$ cat config.mk
export PLATFORM = sky130hd
export DESIGN_NAME = cgs_channel_gpio_sequencer_regs
export DESIGN_NICKNAME = d
export VERILOG_FILES = /design/src/cgs_pkg.sv /design/src/cgs_channel_gpio_sequencer_regs.sv
export VERILOG_INCLUDE_DIRS = /design/src /design/src/src
export SDC_FILE = /design/constraint.sdc
export NUM_CORES = 1
export LEC_CHECK = 0
export ABC_AREA = 1
export BUFFER_PORTS_ARGS = -buffer_cell sky130_fd_sc_hd__buf_4
export CORE_ASPECT_RATIO = 0.6
export CORE_MARGIN = 5
export CORE_UTILIZATION = 57
export DETAILED_ROUTE_END_ITERATION = 10
export PLACE_DENSITY = 0.84
export SLEW_MARGIN = 20
export SYNTH_ARGS = -nofsm -noshare
export SYNTH_HDL_FRONTEND = slang
export SYNTH_SLANG_ARGS = --single-unit
$ cat constraint.sdc
create_clock -name ref_clk -period 2.4 [get_ports ref_clk]
set_input_delay 0.24 -clock ref_clk [delete_from_list [all_inputs] [get_ports ref_clk]]
set_output_delay 0.24 -clock ref_clk [all_outputs]
set_load 0.02 [all_outputs]
$ cat src/cgs_regs.svh
`ifndef CGS_REGS_SVH
`define CGS_REGS_SVH

// register offsets
`define CGS_GENERAL_SETUP_ADDR 8'h01
`define CGS_OSC_TIMING_ADDR 8'h04
`define CGS_PIN_FUNCTION_ADDR 8'h05
`define CGS_GPIO_DIRECTION_ADDR 8'h07
`define CGS_DRIVE_STYLE_ADDR 8'h09
`define CGS_OUTPUT_LEVEL_ADDR 8'h0b
`define CGS_INPUT_LEVEL_ADDR 8'h0d
`define CGS_SEQ_CONTROL_ADDR 8'h10
`define CGS_MANUAL_PICK_ADDR 8'h11
`define CGS_SCAN_ENABLE_ADDR 8'h12

// field positions
`define CGS_OSC_CHOICE_BIT 4
`define CGS_CLK_DIV_LSB 0
`define CGS_FORCE_ANALOG_BIT 2
`define CGS_SCAN_GO_BIT 4
`define CGS_SCAN_MODE_LSB 0
`define CGS_MANUAL_CH_LSB 0

// writable masks, reserved bits are held at zero
`define CGS_OSC_TIMING_MASK 8'h1f
`define CGS_GENERAL_SETUP_MASK 8'h04
`define CGS_SEQ_CONTROL_MASK 8'h13
`define CGS_MANUAL_PICK_MASK 8'h0f

// reset values
`define CGS_RESET_VALUE 8'h00

`endif

$ cat src/cgs_pkg.sv
package cgs_pkg;
  typedef enum logic [1:0] {
    CGS_MODE_MANUAL = 2'h0,
    CGS_MODE_AUTO = 2'h1,
    CGS_MODE_ON_THE_FLY = 2'h2,
    CGS_MODE_RESERVED = 2'h3
  } cgs_scan_mode_e;

  typedef enum logic [2:0] {
    CGS_SCAN_IDLE = 3'b001,
    CGS_SCAN_RUN = 3'b010,
    CGS_SCAN_MANUAL = 3'b100
  } cgs_scan_state_e;

  // register access request from the serial front end
  typedef struct packed {
    logic wr_en;
    logic rd_en;
    logic [7:0] addr;
    logic [7:0] wdata;
  } cgs_reg_req_s;

  // per-channel pin drive, one bit per channel
  typedef struct packed {
    logic [7:0] out_level;
    logic [7:0] out_enable;
  } cgs_pin_drive_s;

  // configuration seen by the converter core
  typedef struct packed {
    logic osc_choice;
    logic [3:0] clk_div;
    logic [7:0] analog_input;
    logic scan_active;
    logic [2:0] conv_channel;
    logic conv_channel_valid;
  } cgs_core_cfg_s;
endpackage

$ cat src/cgs_channel_gpio_sequencer_regs.sv
`timescale 1ns/1ps
`default_nettype none
`include "cgs_regs.svh"

module cgs_channel_gpio_sequencer_regs (
  // clock and reset
  input wire logic ref_clk,
  input wire logic reset_n,
  // register access from the serial front end
  input wire cgs_pkg::cgs_reg_req_s reg_req,
  output logic [7:0] reg_rdata,
  output logic reg_rvalid,
  // channel pins
  input wire logic [7:0] pin_in,
  output cgs_pkg::cgs_pin_drive_s pin_drive,
  // converter core
  input wire logic conv_step,
  output cgs_pkg::cgs_core_cfg_s core_cfg
);
  import cgs_pkg::*;

  logic [7:0] osc_timing_ff;
  logic [7:0] general_setup_ff;
  logic [7:0] pin_function_ff;
  logic [7:0] gpio_direction_ff;
  logic [7:0] drive_style_ff;
  logic [7:0] output_level_ff;
  logic [7:0] input_level_ff;
  logic [7:0] seq_control_ff;
  logic [7:0] manual_pick_ff;
  logic [7:0] scan_enable_ff;
  logic [7:0] reg_rdata_ff;
  logic reg_rvalid_ff;
  cgs_pin_drive_s pin_drive_ff;
  logic osc_choice_ff;
  logic [3:0] clk_div_ff;
  logic [7:0] analog_input_ff;
  logic scan_active_ff;
  logic [2:0] conv_channel_ff;
  logic conv_valid_ff;
  cgs_scan_state_e scan_state_ff;
  cgs_scan_state_e nxt_scan_state;
  logic [2:0] scan_ch_ff;
  logic [2:0] nxt_scan_ch;
  logic [7:0] nxt_rdata;
  logic [7:0] gpio_mask;
  logic [7:0] out_mask;
  logic force_analog;
  cgs_scan_mode_e scan_mode;
  logic scan_go;
  logic wr;
  logic [7:0] scan_pool;
  logic scan_running;
  logic manual_ok;

  // pick the next enabled channel strictly above cur, wrapping round
  function automatic logic [2:0] next_enabled(input logic [2:0] cur,
                                              input logic [7:0] en);
    logic [2:0] pick;
    logic [2:0] idx;
    pick = cur;
    for (int i = 7; i >= 1; i--) begin
      idx = 3'(cur + 3'(i));
      if (en[idx]) begin
        pick = idx;
      end
    end
    return pick;
  endfunction

  // lowest enabled channel, used when a scan starts
  function automatic logic [2:0] first_enabled(input logic [7:0] en);
    logic [2:0] pick;
    pick = 3'h0;
    for (int i = 7; i >= 0; i--) begin
      if (en[i]) begin
        pick = 3'(i);
      end
    end
    return pick;
  endfunction

  function automatic logic hit(input logic [7:0] a, input logic [7:0] b);
    return wr && (a == b);
  endfunction

  assign wr = reg_req.wr_en;
  assign force_analog = general_setup_ff[`CGS_FORCE_ANALOG_BIT];
  assign scan_mode = cgs_scan_mode_e'(seq_control_ff[`CGS_SCAN_MODE_LSB +: 2]);
  assign scan_go = seq_control_ff[`CGS_SCAN_GO_BIT];
  // force_all_analog overrides the pin function
  assign gpio_mask = force_analog ? `CGS_RESET_VALUE : pin_function_ff;
  // outputs only where the channel is a GPIO output
  assign out_mask = gpio_mask & gpio_direction_ff;
  // analog channels the auto scan may visit; GPIO channels are skipped
  assign scan_pool = scan_enable_ff & ~gpio_mask;
  assign scan_running = (scan_state_ff == CGS_SCAN_RUN);
  // reserved codes and GPIO channels never yield a valid manual pick
  assign manual_ok = (scan_state_ff == CGS_SCAN_MANUAL) &&
    !manual_pick_ff[3] && !gpio_mask[manual_pick_ff[2:0]];

  // register writes; reserved bits are masked so they never store
  always_ff @(posedge ref_clk) begin
    if (!reset_n) begin
      osc_timing_ff <= `CGS_RESET_VALUE;
      general_setup_ff <= `CGS_RESET_VALUE;
    end else begin
      if (hit(reg_req.addr, `CGS_OSC_TIMING_ADDR)) begin
        osc_timing_ff <= reg_req.wdata & `CGS_OSC_TIMING_MASK;
      end
      if (hit(reg_req.addr, `CGS_GENERAL_SETUP_ADDR)) begin
        general_setup_ff <= reg_req.wdata & `CGS_GENERAL_SETUP_MASK;
      end
    end
  end

  always_ff @(posedge ref_clk) begin
    if (!reset_n) begin
      pin_function_ff <= `CGS_RESET_VALUE;
      gpio_direction_ff <= `CGS_RESET_VALUE;
      drive_style_ff <= `CGS_RESET_VALUE;
      output_level_ff <= `CGS_RESET_VALUE;
    end else begin
      if (hit(reg_req.addr, `CGS_PIN_FUNCTION_ADDR)) begin
        pin_function_ff <= reg_req.wdata;
      end
      if (hit(reg_req.addr, `CGS_GPIO_DIRECTION_ADDR)) begin
        gpio_direction_ff <= reg_req.wdata;
      end
      if (hit(reg_req.addr, `CGS_DRIVE_STYLE_ADDR)) begin
        drive_style_ff <= reg_req.wdata;
      end
      if (hit(reg_req.addr, `CGS_OUTPUT_LEVEL_ADDR)) begin
        output_level_ff <= reg_req.wdata;
      end
    end
  end

  always_ff @(posedge ref_clk) begin
    if (!reset_n) begin
      seq_control_ff <= `CGS_RESET_VALUE;
      manual_pick_ff <= `CGS_RESET_VALUE;
      scan_enable_ff <= `CGS_RESET_VALUE;
    end else begin
      if (hit(reg_req.addr, `CGS_SEQ_CONTROL_ADDR)) begin
        seq_control_ff <= reg_req.wdata & `CGS_SEQ_CONTROL_MASK;
      end
      if (hit(reg_req.addr, `CGS_MANUAL_PICK_ADDR)) begin
        manual_pick_ff <= reg_req.wdata & `CGS_MANUAL_PICK_MASK;
      end
      if (hit(reg_req.addr, `CGS_SCAN_ENABLE_ADDR)) begin
        scan_enable_ff <= reg_req.wdata;
      end
    end
  end

  // input levels are sampled every cycle; non-input channels read zero
  always_ff @(posedge ref_clk) begin
    if (!reset_n) begin
      input_level_ff <= `CGS_RESET_VALUE;
    end else begin
      input_level_ff <= pin_in & gpio_mask & ~gpio_direction_ff;
    end
  end

  // open-drain drives only a low; a high is left to the external pullup
  always_ff @(posedge ref_clk) begin
    if (!reset_n) begin
      pin_drive_ff <= '0;
    end else begin
      pin_drive_ff.out_level <= output_level_ff & out_mask;
      pin_drive_ff.out_enable <=
        out_mask & (drive_style_ff | ~output_level_ff);
    end
  end

  always_comb begin
    nxt_rdata = `CGS_RESET_VALUE;
    unique case (reg_req.addr)
      `CGS_OSC_TIMING_ADDR: nxt_rdata = osc_timing_ff;
      `CGS_GENERAL_SETUP_ADDR: nxt_rdata = general_setup_ff;
      `CGS_PIN_FUNCTION_ADDR: nxt_rdata = pin_function_ff;
      `CGS_GPIO_DIRECTION_ADDR: nxt_rdata = gpio_direction_ff;
      `CGS_DRIVE_STYLE_ADDR: nxt_rdata = drive_style_ff;
      `CGS_OUTPUT_LEVEL_ADDR: nxt_rdata = output_level_ff;
      `CGS_INPUT_LEVEL_ADDR: nxt_rdata = input_level_ff;
      `CGS_SEQ_CONTROL_ADDR: nxt_rdata = seq_control_ff;
      `CGS_MANUAL_PICK_ADDR: nxt_rdata = manual_pick_ff;
      `CGS_SCAN_ENABLE_ADDR: nxt_rdata = scan_enable_ff;
      // unmapped offsets read zero
      default: nxt_rdata = `CGS_RESET_VALUE;
    endcase
  end

  always_ff @(posedge ref_clk) begin
    if (!reset_n) begin
      reg_rdata_ff <= `CGS_RESET_VALUE;
      reg_rvalid_ff <= 1'b0;
    end else begin
      reg_rvalid_ff <= reg_req.rd_en;
      if (reg_req.rd_en) begin
        reg_rdata_ff <= nxt_rdata;
      end
    end
  end

  // sequencer: auto scan walks enabled channels on each conv_step
  always_comb begin
    nxt_scan_state = scan_state_ff;
    nxt_scan_ch = scan_ch_ff;
    unique case (scan_state_ff)
      CGS_SCAN_IDLE: begin
        if (scan_mode == CGS_MODE_AUTO && scan_go) begin
          nxt_scan_state = CGS_SCAN_RUN;
          nxt_scan_ch = first_enabled(scan_pool);
        end else if (scan_mode == CGS_MODE_MANUAL) begin
          nxt_scan_state = CGS_SCAN_MANUAL;
        end
      end
      CGS_SCAN_RUN: begin
        if (scan_mode != CGS_MODE_AUTO || !scan_go) begin
          nxt_scan_state = CGS_SCAN_IDLE;
        end else if (conv_step) begin
          nxt_scan_ch = next_enabled(scan_ch_ff, scan_pool);
        end
      end
      CGS_SCAN_MANUAL: begin
        if (scan_mode != CGS_MODE_MANUAL) begin
          nxt_scan_state = CGS_SCAN_IDLE;
        end
      end
      default: nxt_scan_state = CGS_SCAN_IDLE;
    endcase
  end

  always_ff @(posedge ref_clk) begin
    if (!reset_n) begin
      scan_state_ff <= CGS_SCAN_IDLE;
      scan_ch_ff <= 3'h0;
    end else begin
      scan_state_ff <= nxt_scan_state;
      scan_ch_ff <= nxt_scan_ch;
    end
  end

  // timing setup as seen by the core
  always_ff @(posedge ref_clk) begin
    if (!reset_n) begin
      osc_choice_ff <= 1'b0;
      clk_div_ff <= 4'h0;
    end else begin
      osc_choice_ff <= osc_timing_ff[`CGS_OSC_CHOICE_BIT];
      clk_div_ff <= osc_timing_ff[`CGS_CLK_DIV_LSB +: 4];
    end
  end

  // channel map as seen by the core
  always_ff @(posedge ref_clk) begin
    if (!reset_n) begin
      analog_input_ff <= `CGS_RESET_VALUE;
      scan_active_ff <= 1'b0;
    end else begin
      analog_input_ff <= ~gpio_mask;
      // a started scan with nothing to visit stays quiet towards the core
      scan_active_ff <= scan_running && (|scan_pool);
    end
  end

  // conversion channel; a pick the host should never make is flagged
  // invalid rather than blocked, so the core can drop its result
  always_ff @(posedge ref_clk) begin
    if (!reset_n) begin
      conv_channel_ff <= 3'h0;
      conv_valid_ff <= 1'b0;
    end else if (scan_running) begin
      conv_channel_ff <= scan_ch_ff;
      conv_valid_ff <= scan_pool[scan_ch_ff];
    end else begin
      conv_channel_ff <= manual_pick_ff[2:0];
      conv_valid_ff <= manual_ok;
    end
  end

  assign reg_rdata = reg_rdata_ff;
  assign reg_rvalid = reg_rvalid_ff;
  assign pin_drive = pin_drive_ff;
  assign core_cfg = '{osc_choice_ff, clk_div_ff, analog_input_ff,
                      scan_active_ff, conv_channel_ff, conv_valid_ff};
endmodule

`default_nettype wire

# Word-level counts from Yosys, hierarchy flattened
# Index checks and enable logic that the tools add are counted.
[op_classes]
order_cmp = 9
eq_ne = 22
n_reduce_logical = 23
muxes = 46
n_addsub = 7
bitwise = 10
[op_table]
columns = ["operator", "count"]
rows = [
  ["case mux 8 bit (10 select lines)", 1],
  ["two-way mux 3 bit", 23],
  ["AND 8 bit", 6],
  ["< comparator 3 x 4 -> 1 bit (second input constant)", 9],
  ["binary-select mux 1 bit (select 3 bit)", 9],
  ["equality test 8 x 3 -> 1 bit (second input constant)", 3],
  ["equality test 8 x 4 -> 1 bit (second input constant)", 3],
  ["equality test 8 x 5 -> 1 bit (second input constant)", 3],
  ["NOT 8 bit", 3],
  ["logical AND 1 bit", 13],
  ["adder 3 bit (second input constant)", 4],
  ["two-way mux 1 bit", 10],
  ["case mux 3 bit (3 select lines)", 1],
  ["equality test 8 x 1 -> 1 bit (second input constant)", 1],
  ["two-way mux 8 bit", 1],
  ["!= test 8 x 1 -> 1 bit (second input constant)", 1],
  ["OR 8 bit", 1],
  ["OR reduction 8 bit", 1],
  ["adder 3 x 2 -> 3 bit (second input constant)", 2],
  ["!= test 2 x 1 -> 1 bit (second input constant)", 3],
  ["!= test 2 bit (second input constant)", 3],
  ["case mux 3 bit (2 select lines)", 1],
  ["AND reduction 5 bit", 1],
  ["nonzero test 2 bit", 2],
  ["other kinds (10)", 12],
]
[word_totals]
regBits = 110
elab_cells = 139

# Logic depth before layout (Yosys ltp)
# Gate-level depths: netlist of the first run.
[logic_depth]
ltp_word = 15
mapped_depth = 18
ltp_nobuf = 18

# Worst setup path before layout of the first run
# No wires, ideal clock.
[synth_path]
path_type = "flip-flop to flip-flop"
startpoint = "reg scan_ch_ff[0]"
endpoint = "reg scan_ch_ff[0]"
required_time_ns = 2.287
setup_slack_ns = 0.340
path_buffers = 1
stages_incl_launch_ff = 16
arrival_time_ns = 1.947
path_cell_list = "dfxtp_1 -> buf_4 -> inv_2 -> ha_1 -> inv_1 -> nand3_1 -> nand3_1 -> nand2_1 -> nor3_1 -> nand2_1 -> nand2_2 -> inv_1 -> nand2_1 -> nand2_1 -> nand2_1 -> nor2_1"
[synth_via]
elab_chain_cells = 12
word_cells_on_any_way = 33
classes_between = "add/sub: 7; eq/ne: 1; mux: 24; reduce/logical: 1"
[synth_rtl]
columns = ["element", "line", "source"]
rows = [
  ["start, declared", "cgs_channel_gpio_sequencer_regs.sv:43", "logic [2:0] scan_ch_ff;"],
  ["start signal, assigned", "cgs_channel_gpio_sequencer_regs.sv:242", "scan_ch_ff <= nxt_scan_ch;"],
  ["adder 3 bit", "cgs_channel_gpio_sequencer_regs.sv:63", "idx = 3'(cur + 3'(i));"],
  ["binary-select mux 1 bit (select 3 bit)", "cgs_channel_gpio_sequencer_regs.sv:64", "if (en[idx]) begin"],
  ["two-way mux 1 bit (not written as such)", "cgs_channel_gpio_sequencer_regs.sv:64", ""],
  ["two-way mux 3 bit (6 in series)", "cgs_channel_gpio_sequencer_regs.sv:64", ""],
  ["two-way mux 3 bit", "cgs_channel_gpio_sequencer_regs.sv:223", "end else if (conv_step) begin"],
  ["two-way mux 3 bit", "cgs_channel_gpio_sequencer_regs.sv:221", "if (scan_mode != CGS_MODE_AUTO || !scan_go) begin"],
  ["case mux 3 bit (2 select lines)", "cgs_channel_gpio_sequencer_regs.sv:211", "unique case (scan_state_ff)"],
]
# Several ways; a longest one is shown, not always the timed one. The select of a mux whose other input is x is not followed.
# A chain may end at the register's enable or synchronous reset.

# Worst setup path after layout of the first run
# Same ends and word-level chain as after synthesis.

==> results.txt, run 1 <==
----------------------------------------------------
[Clock tree]
  Number of hold buffers added after cts ... 0
  CTS Root Buffer Type ... sky130_fd_sc_hd__clkbuf_16
  Clock network latency to the later pin of the worst-skew pair ... 0.35 ns
  Number of H-tree levels ... 3
  Post-cts repair resize count ... 0
  Post-CTS setup-driven buffer insertion count ... 0
  TritonCTS Sinks ... 110
  Clock transition at the registers of the reported paths ... 0.07 ns
  Maximum clock path buffer count ... 2
  Clock tree from TritonCTS ... yes
  CTS Buf Count ... 9

[Job]
  MaxCap Viol Count ... 0

[Synth]
  Netlist Area Pre-Place ... 5020 um2
  Synth Warn # ... 0
  Post-synthesis cell count ... 703
  Flops & latches, synth ... 110
  Avg Cell Area, Syn ... 7.14 um2
  Synth Net Count ... 734
  Netlist cell types ... 39
  Seq/Total Area, Yosys ... 0.439

[STA]
  Accumulated negative setup slack ... 0 ns
  Hold Fails Final Rpt ... 0
  Relative slew slack ... 0.487
  Clock Skews ... 0.00542 ns
  Slew of the pin with the lowest slew margin ... 0.763 ns
  Setup-failing EPs final ... 0
  Max-slew violations ... 0
  Max Freq ... 0.451 GHz
  RSZ-0062 raised after global routing ... no
  Fin crit period ... 2.22 ns
  Portion of the clock cycle consumed by the worst path in the final layout ... 0.924

[Detailed routing]
  First-iteration detailed-routing DRC count ... 673
  Via density ... 5.70
  Antenna Violating Nets Remaining ... 0
  DR pass1 iterations ... 7
  Total Routed Length ... 14,600 um
  DRC errors left ... 0
  Routed vias ... 5,042
  Wirelength per Cell ... 16.5 um

[Placed design]
  Post-DP HPWL ... 11,100 um
  Cell count after placement ... 869
  Gp weighted congestion ... 0.955
  PortBufs ... 71

[Final layout]
  Post-Layout Cell Count ... 885
  Count of nets after finishing ... 799
  Commonest cells after routing, fill and taps aside ... sky130_fd_sc_hd__dfxtp_1 (110), sky130_fd_sc_hd__inv_1 (109), sky130_fd_sc_hd__nand2_1 (90)
  Layout overhead on the synthesized area ... 18.7%
  Most frequent standard cell in the layout excluding fill and tap cells ... sky130_fd_sc_hd__dfxtp_1
  Share of layout cells above drive strength 1 ... 0.163
  Number of inserted diodes ... 0

[Pwr]
  Total power divided by cell area ... 612 nW/um2
  Static power due to leakage ... 0.00252 uW
  Maximum vdd ir drop ... 373 uV

[Floorplan]
  FP Rows ... 26
  Overall die width ... 131 um
  Initial core utilization ... 0.586
  Number of primary I/O pins ... 72
  Floorplan die area ... 10,800 um2
  Core box area ... 8560 um2
  Height of the die ... 82.7 um

[Hold path]
  Worst-case hold path end point ... input_level_ff[6]$_SDFF_PN0_
  Type of the most critical hold path ... primary input to flop
  Number of cells on the worst hold path ... 3
  Hold Crit Start ... pin_in[6]

[Global route]
  Number of global-route vias before repair ... 4,770
  Global-route wire length before repair ... 23,800 um
  Grt total ovfl ... 0
  Largest net degree at the start of global routing ... 50
  Number of antenna violations at the first check in global routing ... 0
  GRT Total Usage ... 0.276

[Worst setup path]
  Depth of the worst register-to-register path ... 14
  Crit end category ... flop
  Data required time of the worst path ... 2.65 ns
  Arrival time of the worst setup path ... 2.47 ns
  Maximum fanout along the worst path ... 10
  Source of the critical timing path ... scan_ch_ff[0]$_SDFFE_PN0P_
  Critical Path Start Type ... flop
  Start-to-end type of the worst setup path ... flop to flop
  Register-to-register path setup slack ... 0.18 ns
  Worst r2r dst ... scan_ch_ff[0]$_SDFFE_PN0P_
  Crit Reg-Reg Startpoint ... scan_ch_ff[0]$_SDFFE_PN0P_

[Outcome]
  Result of the run ... finished, final reports clean

----------------------------------------------------
-- through the flow --
step           hold WS, ns  area (um2)  total power [uW]   util  setup slack, ns
2_1_floorplan        0.368        5020              1990      -            0.340
3_3_place_gp         0.412        5620              2070  0.656            0.289
3_5_place_dp         0.421        5620              2080  0.656            0.159
4_1_cts              0.140        5940              3650  0.694            0.143
5_1_grt              0.145        5950              3760  0.696          0.00750
6_report             0.146        5950              3640  0.696            0.182
-- kinds of logic after synthesis --
group	share of synthesized area
simple gates	0.228
flops	0.439
compound gates	0.206
fa+ha+maj	0.00499
xor+xnor	0.00524
buf+inv	0.116
-- cell usage after synthesis --
master,count,area (um2)
sky130_fd_sc_hd__nand2_2,10,62.6
sky130_fd_sc_hd__xor2_1,2,17.5
sky130_fd_sc_hd__nand2_1,90,338
sky130_fd_sc_hd__a211o_1,1,8.76
sky130_fd_sc_hd__xnor2_1,1,8.76
sky130_fd_sc_hd__buf_2,4,20.0
sky130_fd_sc_hd__o211ai_1,4,30.0
sky130_fd_sc_hd__o2111ai_1,1,8.76
sky130_fd_sc_hd__nand4_1,6,37.5
sky130_fd_sc_hd__nor3_1,5,25.0
sky130_fd_sc_hd__dfxtp_1,110,2200
sky130_fd_sc_hd__inv_2,4,15.0
sky130_fd_sc_hd__a311oi_1,2,17.5
sky130_fd_sc_hd__clkbuf_1,13,48.8
sky130_fd_sc_hd__nand3_1,66,330
sky130_fd_sc_hd__nor3_2,1,10.0
sky130_fd_sc_hd__o31a_1,1,8.76
sky130_fd_sc_hd__clkinv_1,2,7.51
sky130_fd_sc_hd__a211oi_1,4,30.0
sky130_fd_sc_hd__ha_1,2,25.0
sky130_fd_sc_hd__or2_2,1,6.26
sky130_fd_sc_hd__o21ai_0,67,335
sky130_fd_sc_hd__inv_1,110,413
sky130_fd_sc_hd__buf_4,7,52.6
sky130_fd_sc_hd__a31oi_1,1,6.26
sky130_fd_sc_hd__clkbuf_8,1,13.8
sky130_fd_sc_hd__nand3_2,6,60.1
sky130_fd_sc_hd__a21boi_0,1,7.51
sky130_fd_sc_hd__o31ai_1,3,22.5
sky130_fd_sc_hd__nor4_1,1,6.26
sky130_fd_sc_hd__a221oi_1,1,8.76
sky130_fd_sc_hd__nor2_1,66,248
sky130_fd_sc_hd__o21ai_1,1,5.00
sky130_fd_sc_hd__nor2_4,1,11.3
sky130_fd_sc_hd__inv_4,2,12.5
sky130_fd_sc_hd__nand2_4,1,11.3
sky130_fd_sc_hd__o22ai_1,17,106
sky130_fd_sc_hd__a21oi_2,1,8.76
sky130_fd_sc_hd__a21oi_1,86,430
-- state kept, by name, indices dropped and copies added, names as in the netlist, 5 cells and up --
name               cells
analog_input_ff        8
drive_style_ff         8
gpio_direction_ff      8
input_level_ff         8
osc_timing_ff          5
output_level_ff        8
pin_drive             16
pin_function_ff        8
reg_rdata              8
scan_enable_ff         8
-- how the worst max path moves through the flow --
stage / end / slack [ns] / cells past startpoint
after detailed placement: scan_ch_ff[0]$_SDFFE_PN0P_ / 0.16 / 14
after global placement: scan_ch_ff[0]$_SDFFE_PN0P_ / 0.29 / 14
after floorplan: scan_ch_ff[0]$_SDFFE_PN0P_ / 0.34 / 15
after global routing: scan_ch_ff[0]$_SDFFE_PN0P_ / 0.008 / 14
after CTS: scan_ch_ff[0]$_SDFFE_PN0P_ / 0.14 / 14
final: scan_ch_ff[0]$_SDFFE_PN0P_ / 0.18 / 14
-- where the power goes --
group          switching [uW]  internal [uW]  total (uW)
clock network             685            916        1600
registers                6.90           1840        1850
logic                     121           71.5         193
total                     814           2830        3640
-- routing by layer --
metal | part of all wire | GRT usage
met1 | 0.46 | 0.386
met2 | 0.41 | 0.426
met3 | 0.12 | 0.0811
met4 | 0.011 | 0.0612
met5 | 0 | 0
-- cell type report --
type,instances,area (um2)
fill,709,2600
multi-input combinational,450,2250
sequential,110,2200
timing repair buffer,79,593
inverter,118,448
clock buffer,9,225
tap,112,140
clock inverter,7,96.3
-- critical path: stages (launching register included) --
cell	delay, ns
sky130_fd_sc_hd__dfxtp_1	0.35
sky130_fd_sc_hd__buf_4	0.19
sky130_fd_sc_hd__ha_1	0.22
sky130_fd_sc_hd__xor2_2	0.27
sky130_fd_sc_hd__inv_1	0.11
sky130_fd_sc_hd__nand3_1	0.12
sky130_fd_sc_hd__nand2_1	0.12
sky130_fd_sc_hd__nor3_1	0.25
sky130_fd_sc_hd__nand2_1	0.12
sky130_fd_sc_hd__nand2_2	0.09
sky130_fd_sc_hd__inv_1	0.04
sky130_fd_sc_hd__nand2_1	0.07
sky130_fd_sc_hd__nand2_1	0.05
sky130_fd_sc_hd__nand2_1	0.06
sky130_fd_sc_hd__nor2_1	0.04
Note: power is estimated with default switching activity, not from simulation.
==> run 2: changes to the inputs <==
--- a/config.mk
+++ b/config.mk
@@ -13,7 +13,6 @@
 export CORE_UTILIZATION = 57
 export DETAILED_ROUTE_END_ITERATION = 10
 export PLACE_DENSITY = 0.84
-export SLEW_MARGIN = 20
 export SYNTH_ARGS = -nofsm -noshare
 export SYNTH_HDL_FRONTEND = slang
 export SYNTH_SLANG_ARGS = --single-unit
==> constraint.sdc (replaced) <==
create_clock -name ref_clk -period 2.1 [get_ports ref_clk]
set_input_delay 0.21 -clock ref_clk [delete_from_list [all_inputs] [get_ports ref_clk]]
set_output_delay 0.21 -clock ref_clk [all_outputs]
set_load 0.02 [all_outputs]
==> results.txt, run 2 (synthesis gave the netlist of run 1 again) <==
----------------------------------------------------
[Hold path]
  Hold Crit Start ... pin_in[5]
  Number of cells on the worst hold path ... 3
  Type of the most critical hold path ... primary input to flop

[Floorplan]
  Floorplan die area ... 10,800 um2
  Initial core utilization ... 0.586
  Overall die width ... 131 um
  Height of the die ... 82.7 um
  Number of primary I/O pins ... 72
  FP Rows ... 26
  Core box area ... 8560 um2

[Clock tree]
  TritonCTS Sinks ... 110
  CTS Buf Count ... 9
  Maximum clock path buffer count ... 2
  Clock network latency to the later pin of the worst-skew pair ... 0.35 ns
  Clock transition at the registers of the reported paths ... 0.08 ns
  Clock tree from TritonCTS ... yes
  CTS Root Buffer Type ... sky130_fd_sc_hd__clkbuf_16
  Number of hold buffers added after cts ... 0
  Number of H-tree levels ... 3

[Worst setup path]
  Most common cell type on the critical path ... sky130_fd_sc_hd__nand2_1
  Critical path cell sequence ... inv_1 > ha_4 > buf_4 > nand3_2 > nand3_1 > nand2_2 > inv_2 > nand2_1 > nor2_1 > nand2_1 > nand2_2 > inv_1 > nand2_1 > nand2_1 > nand2_1 > nor2_1
  Start-to-end type of the worst setup path ... flop to flop
  Max incr delay on CP ... 0.34 ns
  Slowest stage cell on the critical path ... sky130_fd_sc_hd__dfxtp_2
  Crit end category ... flop
  Maximum fanout along the worst path ... 6
  Critical Path Start Type ... flop
  Crit Reg-Reg Startpoint ... scan_ch_ff[1]$_SDFFE_PN0P_
  Data required time of the worst path ... 2.34 ns
  Source of the critical timing path ... scan_ch_ff[1]$_SDFFE_PN0P_
  Depth of the worst register-to-register path ... 16
  Arrival time of the worst setup path ... 2.24 ns

[Global route]
  Grt total ovfl ... 0
  Number of global-route vias before repair ... 4,964
  Largest net degree at the start of global routing ... 66
  GRT Total Usage ... 0.281
  Global-route wire length before repair ... 24,500 um
  Number of antenna violations at the first check in global routing ... 0

[Final layout]
  Largest register FFs ... 16
  Layout overhead on the synthesized area ... 21.6%
  Most frequent standard cell in the layout excluding fill and tap cells ... sky130_fd_sc_hd__inv_1
  Commonest cells after routing, fill and taps aside ... sky130_fd_sc_hd__inv_1 (109), sky130_fd_sc_hd__dfxtp_1 (106), sky130_fd_sc_hd__buf_4 (90)
  Share of layout cells above drive strength 1 ... 0.195
  Post-route standard cell area excluding fillers ... 6100 um2
  Number of inserted diodes ... 0
  Count of nets after finishing ... 812

[Pwr]
  Maximum vdd ir drop ... 564 uV
  Static power due to leakage ... 0.00257 uW
  Overall power after layout ... 3960 uW
  Total power divided by cell area ... 649 nW/um2

[STA]
  Clock Skews ... 0.00620 ns
  Portion of the clock cycle consumed by the worst path in the final layout ... 0.951
  Hold Fails Final Rpt ... 0
  Fin crit period ... 2.00 ns
  Slew of the pin with the lowest slew margin ... 0.661 ns
  Setup-failing EPs final ... 0
  Relative slew slack ... 0.555
  Max Freq ... 0.501 GHz
  Max-slew violations ... 0
  RSZ-0062 raised after global routing ... no

[Detailed routing]
  Routed vias ... 5,194
  First-iteration detailed-routing DRC count ... 716
  Via density ... 5.78
  Antenna Violating Nets Remaining ... 0
  Total Routed Length ... 15,200 um
  DRC errors left ... 0
  DR pass1 iterations ... 5
  Wirelength per Cell ... 16.9 um

[Placed design]
  Gp weighted congestion ... 0.991
  PortBufs ... 71
  Post-detailed-placement cell area ... 5680 um2
  Post-DP HPWL ... 11,500 um

[Job]
  MaxCap Viol Count ... 0

[Outcome]
  Result of the run ... finished, final reports clean

----------------------------------------------------
## run 2: cell types whose count changed in the layout (fill, tap and decap cells not counted), sizes merged
| cell | delta |
|---|---|
| inv | +1 |
| clkinvlp | +1 |
| buf | +13 |
| bufinv | -2 |
## run 2: metrics by stage
stage                     setup TNS, ns  cells  hold slack, ns  setup WS [ns]   util
after floorplan                       0    703           0.338         0.0401      -
after global placement          -0.0325    878           0.413        -0.0325  0.664
after detailed placement        -0.0591    878           0.421        -0.0333  0.664
after CTS                             0    894           0.106         0.0144  0.697
after global routing                  0    898           0.120        0.00248  0.713
final                                 0    898           0.116          0.102  0.713
## run 2: critical path: cells and delay by family, from the launching register on
kind                     cells  cell delay, ns
adder cells (fa/ha/maj)      1            0.28
AND/OR/NAND/NOR             11            0.93
buffers and inverters        4            0.35
flip-flops                   1            0.34
## run 2: final cells by class
type / instances / area (um2)
clock buffers: 9 / 225
clock inverters: 7 / 58.8
fillers: 688 / 2450
inverters: 118 / 448
multi-input cells: 450 / 2330
flip-flops and latches: 110 / 2210
well taps: 112 / 140
repair buffers: 92 / 698
## run 2: final timing paths
path / end / slack (ns)
setup / recovery: scan_ch_ff[0]$_SDFFE_PN0P_ / 0.10
hold / removal: input_level_ff[5]$_SDFF_PN0_ / 0.12
setup reg to reg: scan_ch_ff[0]$_SDFFE_PN0P_ / 0.10
hold reg to reg: pin_drive[3]$_SDFF_PN0_ / 0.43
## run 2: report_power, final
part | total (uW) | switching, uW | internal [uW]
sequential | 2110 | 7.96 | 2100
combinational | 222 | 140 | 82.2
clock | 1630 | 807 | 820
total | 3960 | 955 | 3000
## run 2: layer usage
layer  up-vias  part of all wire  global-route usage
li1       2467                 -                   -
met1      2371              0.44               0.377
met3        22              0.14               0.104
met4         0             0.014              0.0726
met2       334              0.41               0.433
met5         -                 0                   0
## run 2: what timing repair did
action,in CTS,in global routing
endpoints found under the setup margin,0,3
buffers inserted,0,4
gates resized for setup,0,22
endpoints found under the hold margin,0,0
==> run 3: changes to the inputs <==
--- a/config.mk
+++ b/config.mk
@@ -6,13 +6,12 @@
 export SDC_FILE = /design/constraint.sdc
 export NUM_CORES = 1
 export LEC_CHECK = 0
-export ABC_AREA = 1
 export BUFFER_PORTS_ARGS = -buffer_cell sky130_fd_sc_hd__buf_4
 export CORE_ASPECT_RATIO = 0.6
 export CORE_MARGIN = 5
-export CORE_UTILIZATION = 57
+export CORE_UTILIZATION = 58
 export DETAILED_ROUTE_END_ITERATION = 10
-export PLACE_DENSITY = 0.84
+export PLACE_DENSITY = 0.92
 export SYNTH_ARGS = -nofsm -noshare
 export SYNTH_HDL_FRONTEND = slang
 export SYNTH_SLANG_ARGS = --single-unit
==> results.txt, run 3 <==
----------------------------------------------------
[Outcome]
  Result of the run ... finished, violations left
  Violated checks ... negative setup slack

[Synth]
  Yosys top cell area share ... 0.402
  Synth Warn # ... 0
  Most common cell in the netlist ... sky130_fd_sc_hd__dfxtp_1
  Seq/Total Area, Yosys ... 0.402
  Most used flip-flop cell after synthesis ... sky130_fd_sc_hd__dfxtp_1
  Synth Net Count ... 669
  Fraction of synthesis flops using an asynchronous set or reset pin ... 0
  Flops & latches, synth ... 110
  Netlist Area Pre-Place ... 5480 um2
  Avg Cell Area, Syn ... 8.59 um2
  Synth top area cells ... sky130_fd_sc_hd__dfxtp_1 (40%), sky130_fd_sc_hd__mux2i_1 (8.4%), sky130_fd_sc_hd__nand2_1 (5.9%), sky130_fd_sc_hd__a21oi_1 (4.9%), sky130_fd_sc_hd__nor2_1 (4.0%)
  Cell taking the most area after synthesis ... sky130_fd_sc_hd__dfxtp_1
  List of most frequent post-synthesis cells ... sky130_fd_sc_hd__dfxtp_1 (110), sky130_fd_sc_hd__nand2_1 (86), sky130_fd_sc_hd__nor2_1 (59)
  Netlist cell types ... 68
  Post-synthesis cell count ... 638
  Number of enable flip-flop cells after synthesis ... 0

[Final layout]
  Largest register FFs ... 16
  Post-Layout Cell Count ... 908
  Commonest cells after routing, fill and taps aside ... sky130_fd_sc_hd__buf_4 (155), sky130_fd_sc_hd__dfxtp_1 (107), sky130_fd_sc_hd__nand2_1 (86)
  Share of layout cells above drive strength 1 ... 0.302
  Most frequent standard cell in the layout excluding fill and tap cells ... sky130_fd_sc_hd__buf_4
  Count of nets after finishing ... 804
  Layout overhead on the synthesized area ... 32.2%
  Number of inserted diodes ... 0
  Filler cell count ... 583

[Clock tree]
  Clock network latency to the later pin of the worst-skew pair ... 0.35 ns
  TritonCTS Sinks ... 110
  Clock transition at the registers of the reported paths ... 0.07 ns
  Number of hold buffers added after cts ... 0
  Number of H-tree levels ... 3
  CTS Root Buffer Type ... sky130_fd_sc_hd__clkbuf_16
  Maximum clock path buffer count ... 2
  Clock tree from TritonCTS ... yes
  CTS Buf Count ... 9

[Global route]
  Largest net degree at the start of global routing ... 25
  Grt total ovfl ... 0
  Global-route wire length before repair ... 30,200 um
  Number of global-route vias before repair ... 5,663
  Number of antenna violations at the first check in global routing ... 0
  GRT Total Usage ... 0.333

[Detailed routing]
  First-iteration detailed-routing DRC count ... 838
  Antenna Violating Nets Remaining ... 0
  DR pass1 iterations ... 6
  Wirelength per Cell ... 21.1 um
  Routed vias ... 5,906
  Via density ... 6.50
  Total Routed Length ... 19,200 um
  DRC errors left ... 0

[Pwr]
  Maximum vdd ir drop ... 513 uV
  Sequential share of power ... 0.519
  Total power divided by cell area ... 570 nW/um2
  Share of total power in the clock network ... 0.404
  Static power due to leakage ... 0.00283 uW
  Internal Pwr Total ... 3120 uW
  Comb power frac ... 0.077
  Fraction of power spent switching nets ... 0.243
  Psw ... 1010 uW

[STA]
  Slew of the pin with the lowest slew margin ... 0.609 ns
  Max Freq ... 0.429 GHz
  Relative slew slack ... 0.588
  Worst hold slack across all endpoints ... 0.126 ns
  Clock Skews ... 0.00528 ns
  Worst setup margin ... -0.233 ns
  Fin crit period ... 2.33 ns
  Setup-failing EPs final ... 4
  Portion of the clock cycle consumed by the worst path in the final layout ... 1.11
  Hold Fails Final Rpt ... 0
  RSZ-0062 raised after global routing ... yes
  Max-slew violations ... 0

[Hold path]
  Type of the most critical hold path ... primary input to flop

[Worst setup path]
  Arrival time of the worst setup path ... 2.59 ns
  Critical Path Start Type ... flop
  Maximum fanout along the worst path ... 6
  Crit end category ... flop
  Start-to-end type of the worst setup path ... flop to flop
  Data required time of the worst path ... 2.35 ns

[Placed design]
  PortBufs ... 71
  Gp weighted congestion ... 0.992
  Cell count after placement ... 884
  Post-DP HPWL ... 13,600 um

[Floorplan]
  Initial core utilization ... 0.597
  Core box area ... 9190 um2
  Height of the die ... 85.3 um
  Overall die width ... 136 um
  Floorplan die area ... 11,600 um2
  Number of primary I/O pins ... 72
  FP Rows ... 27

[Job]
  MaxCap Viol Count ... 0

----------------------------------------------------
-- run 3: cell types whose count changed after synthesis, sizes merged, moves of 9 or more --
cell	before	now
inv	116	17
mux2i	0	47
nand3	72	37
a21oi	87	54
o21ai	68	40
clkbuf	14	29
nand2	101	86
mux2	0	13
nand2b	0	13
o22ai	17	5
a31oi	1	12
and2	0	11
a22o	0	9
nor3b	0	9
-- run 3: power groups by stage --
stage          logic (uW)  registers [uW]  clock network (uW)
2_1_floorplan         149            2200                   0
3_3_place_gp          292            2190                   0
3_5_place_dp          304            2190                   0
4_1_cts               308            2140                1660
5_1_grt               338            2150                1770
6_report              318            2140                1670
-- run 3: what timing repair did --
item / in CTS / in global routing
resized for setup: 31 / 14
pin swaps: 6 / 3
gates cloned: 1 / 0
setup endpoints to repair: 4 / 4
endpoints found under the hold margin: 0 / 0
setup buffers: 7 / 1
-- run 3: final timing paths --
path	start	end	slack [ns]	cells past startpoint
max	scan_ch_ff[0]$_SDFFE_PN0P_	scan_ch_ff[2]$_SDFFE_PN0P_	-0.23	8
min	pin_in[3]	input_level_ff[3]$_SDFF_PN0_	0.13	2
max reg2reg	scan_ch_ff[0]$_SDFFE_PN0P_	scan_ch_ff[2]$_SDFFE_PN0P_	-0.23	8
min reg2reg	output_level_ff[7]$_SDFFE_PN0P_	pin_drive[15]$_SDFF_PN0_	0.48	2
-- run 3: stage by stage --
stage           util  TNS (ns)  total power [uW]  setup slack (ns)  cell area [um2]
2_1_floorplan      -    -0.171              2350            -0.117             5530
3_3_place_gp   0.728    -0.591              2480            -0.223             6690
3_5_place_dp   0.728    -0.858              2490            -0.288             6690
4_1_cts        0.780    -0.509              4110            -0.163             7170
5_1_grt        0.789    -0.997              4260            -0.293             7250
6_report       0.789    -0.669              4130            -0.233             7250
-- run 3: cell families after synthesis --
logic type / share of synthesized area
buffers and inverters: 0.0468
XOR/XNOR: 0.00913
adder cells (fa/ha/maj): 0.00456
flip-flops: 0.402
multiplexers: 0.150
AND/OR/NAND/NOR: 0.202
AO/OA/AOI/OAI: 0.185
-- run 3: critical path, cell delays in order (launching register included) --
cell and delay, ns:
sky130_fd_sc_hd__dfxtp_4 0.39, sky130_fd_sc_hd__buf_12 0.16, sky130_fd_sc_hd__buf_8 0.13, sky130_fd_sc_hd__mux2i_4 0.19, sky130_fd_sc_hd__o21ai_4 0.20, sky130_fd_sc_hd__mux4_2 0.32, sky130_fd_sc_hd__o21ai_2 0.07, sky130_fd_sc_hd__o41a_1 0.47
sky130_fd_sc_hd__o32ai_1 0.30
-- run 3: final cells by class --
class                   count  area, um2  area share
clock inverters             3       26.3     0.00363
multi-input cells         471       3220       0.444
repair buffers            162       1290       0.178
clock buffers              13        260      0.0359
well taps                 130        163      0.0224
flip-flops and latches    110       2210       0.305
inverters                  19       83.8      0.0116
-- run 3: metal layers --
layer	vias to the layer above	global-route usage	routed length [um]
met1	2813	0.459	7710
li1	2555	-	-
met3	77	0.0966	2670
met2	461	0.503	8210
met5	-	0	0
met4	0	0.108	589
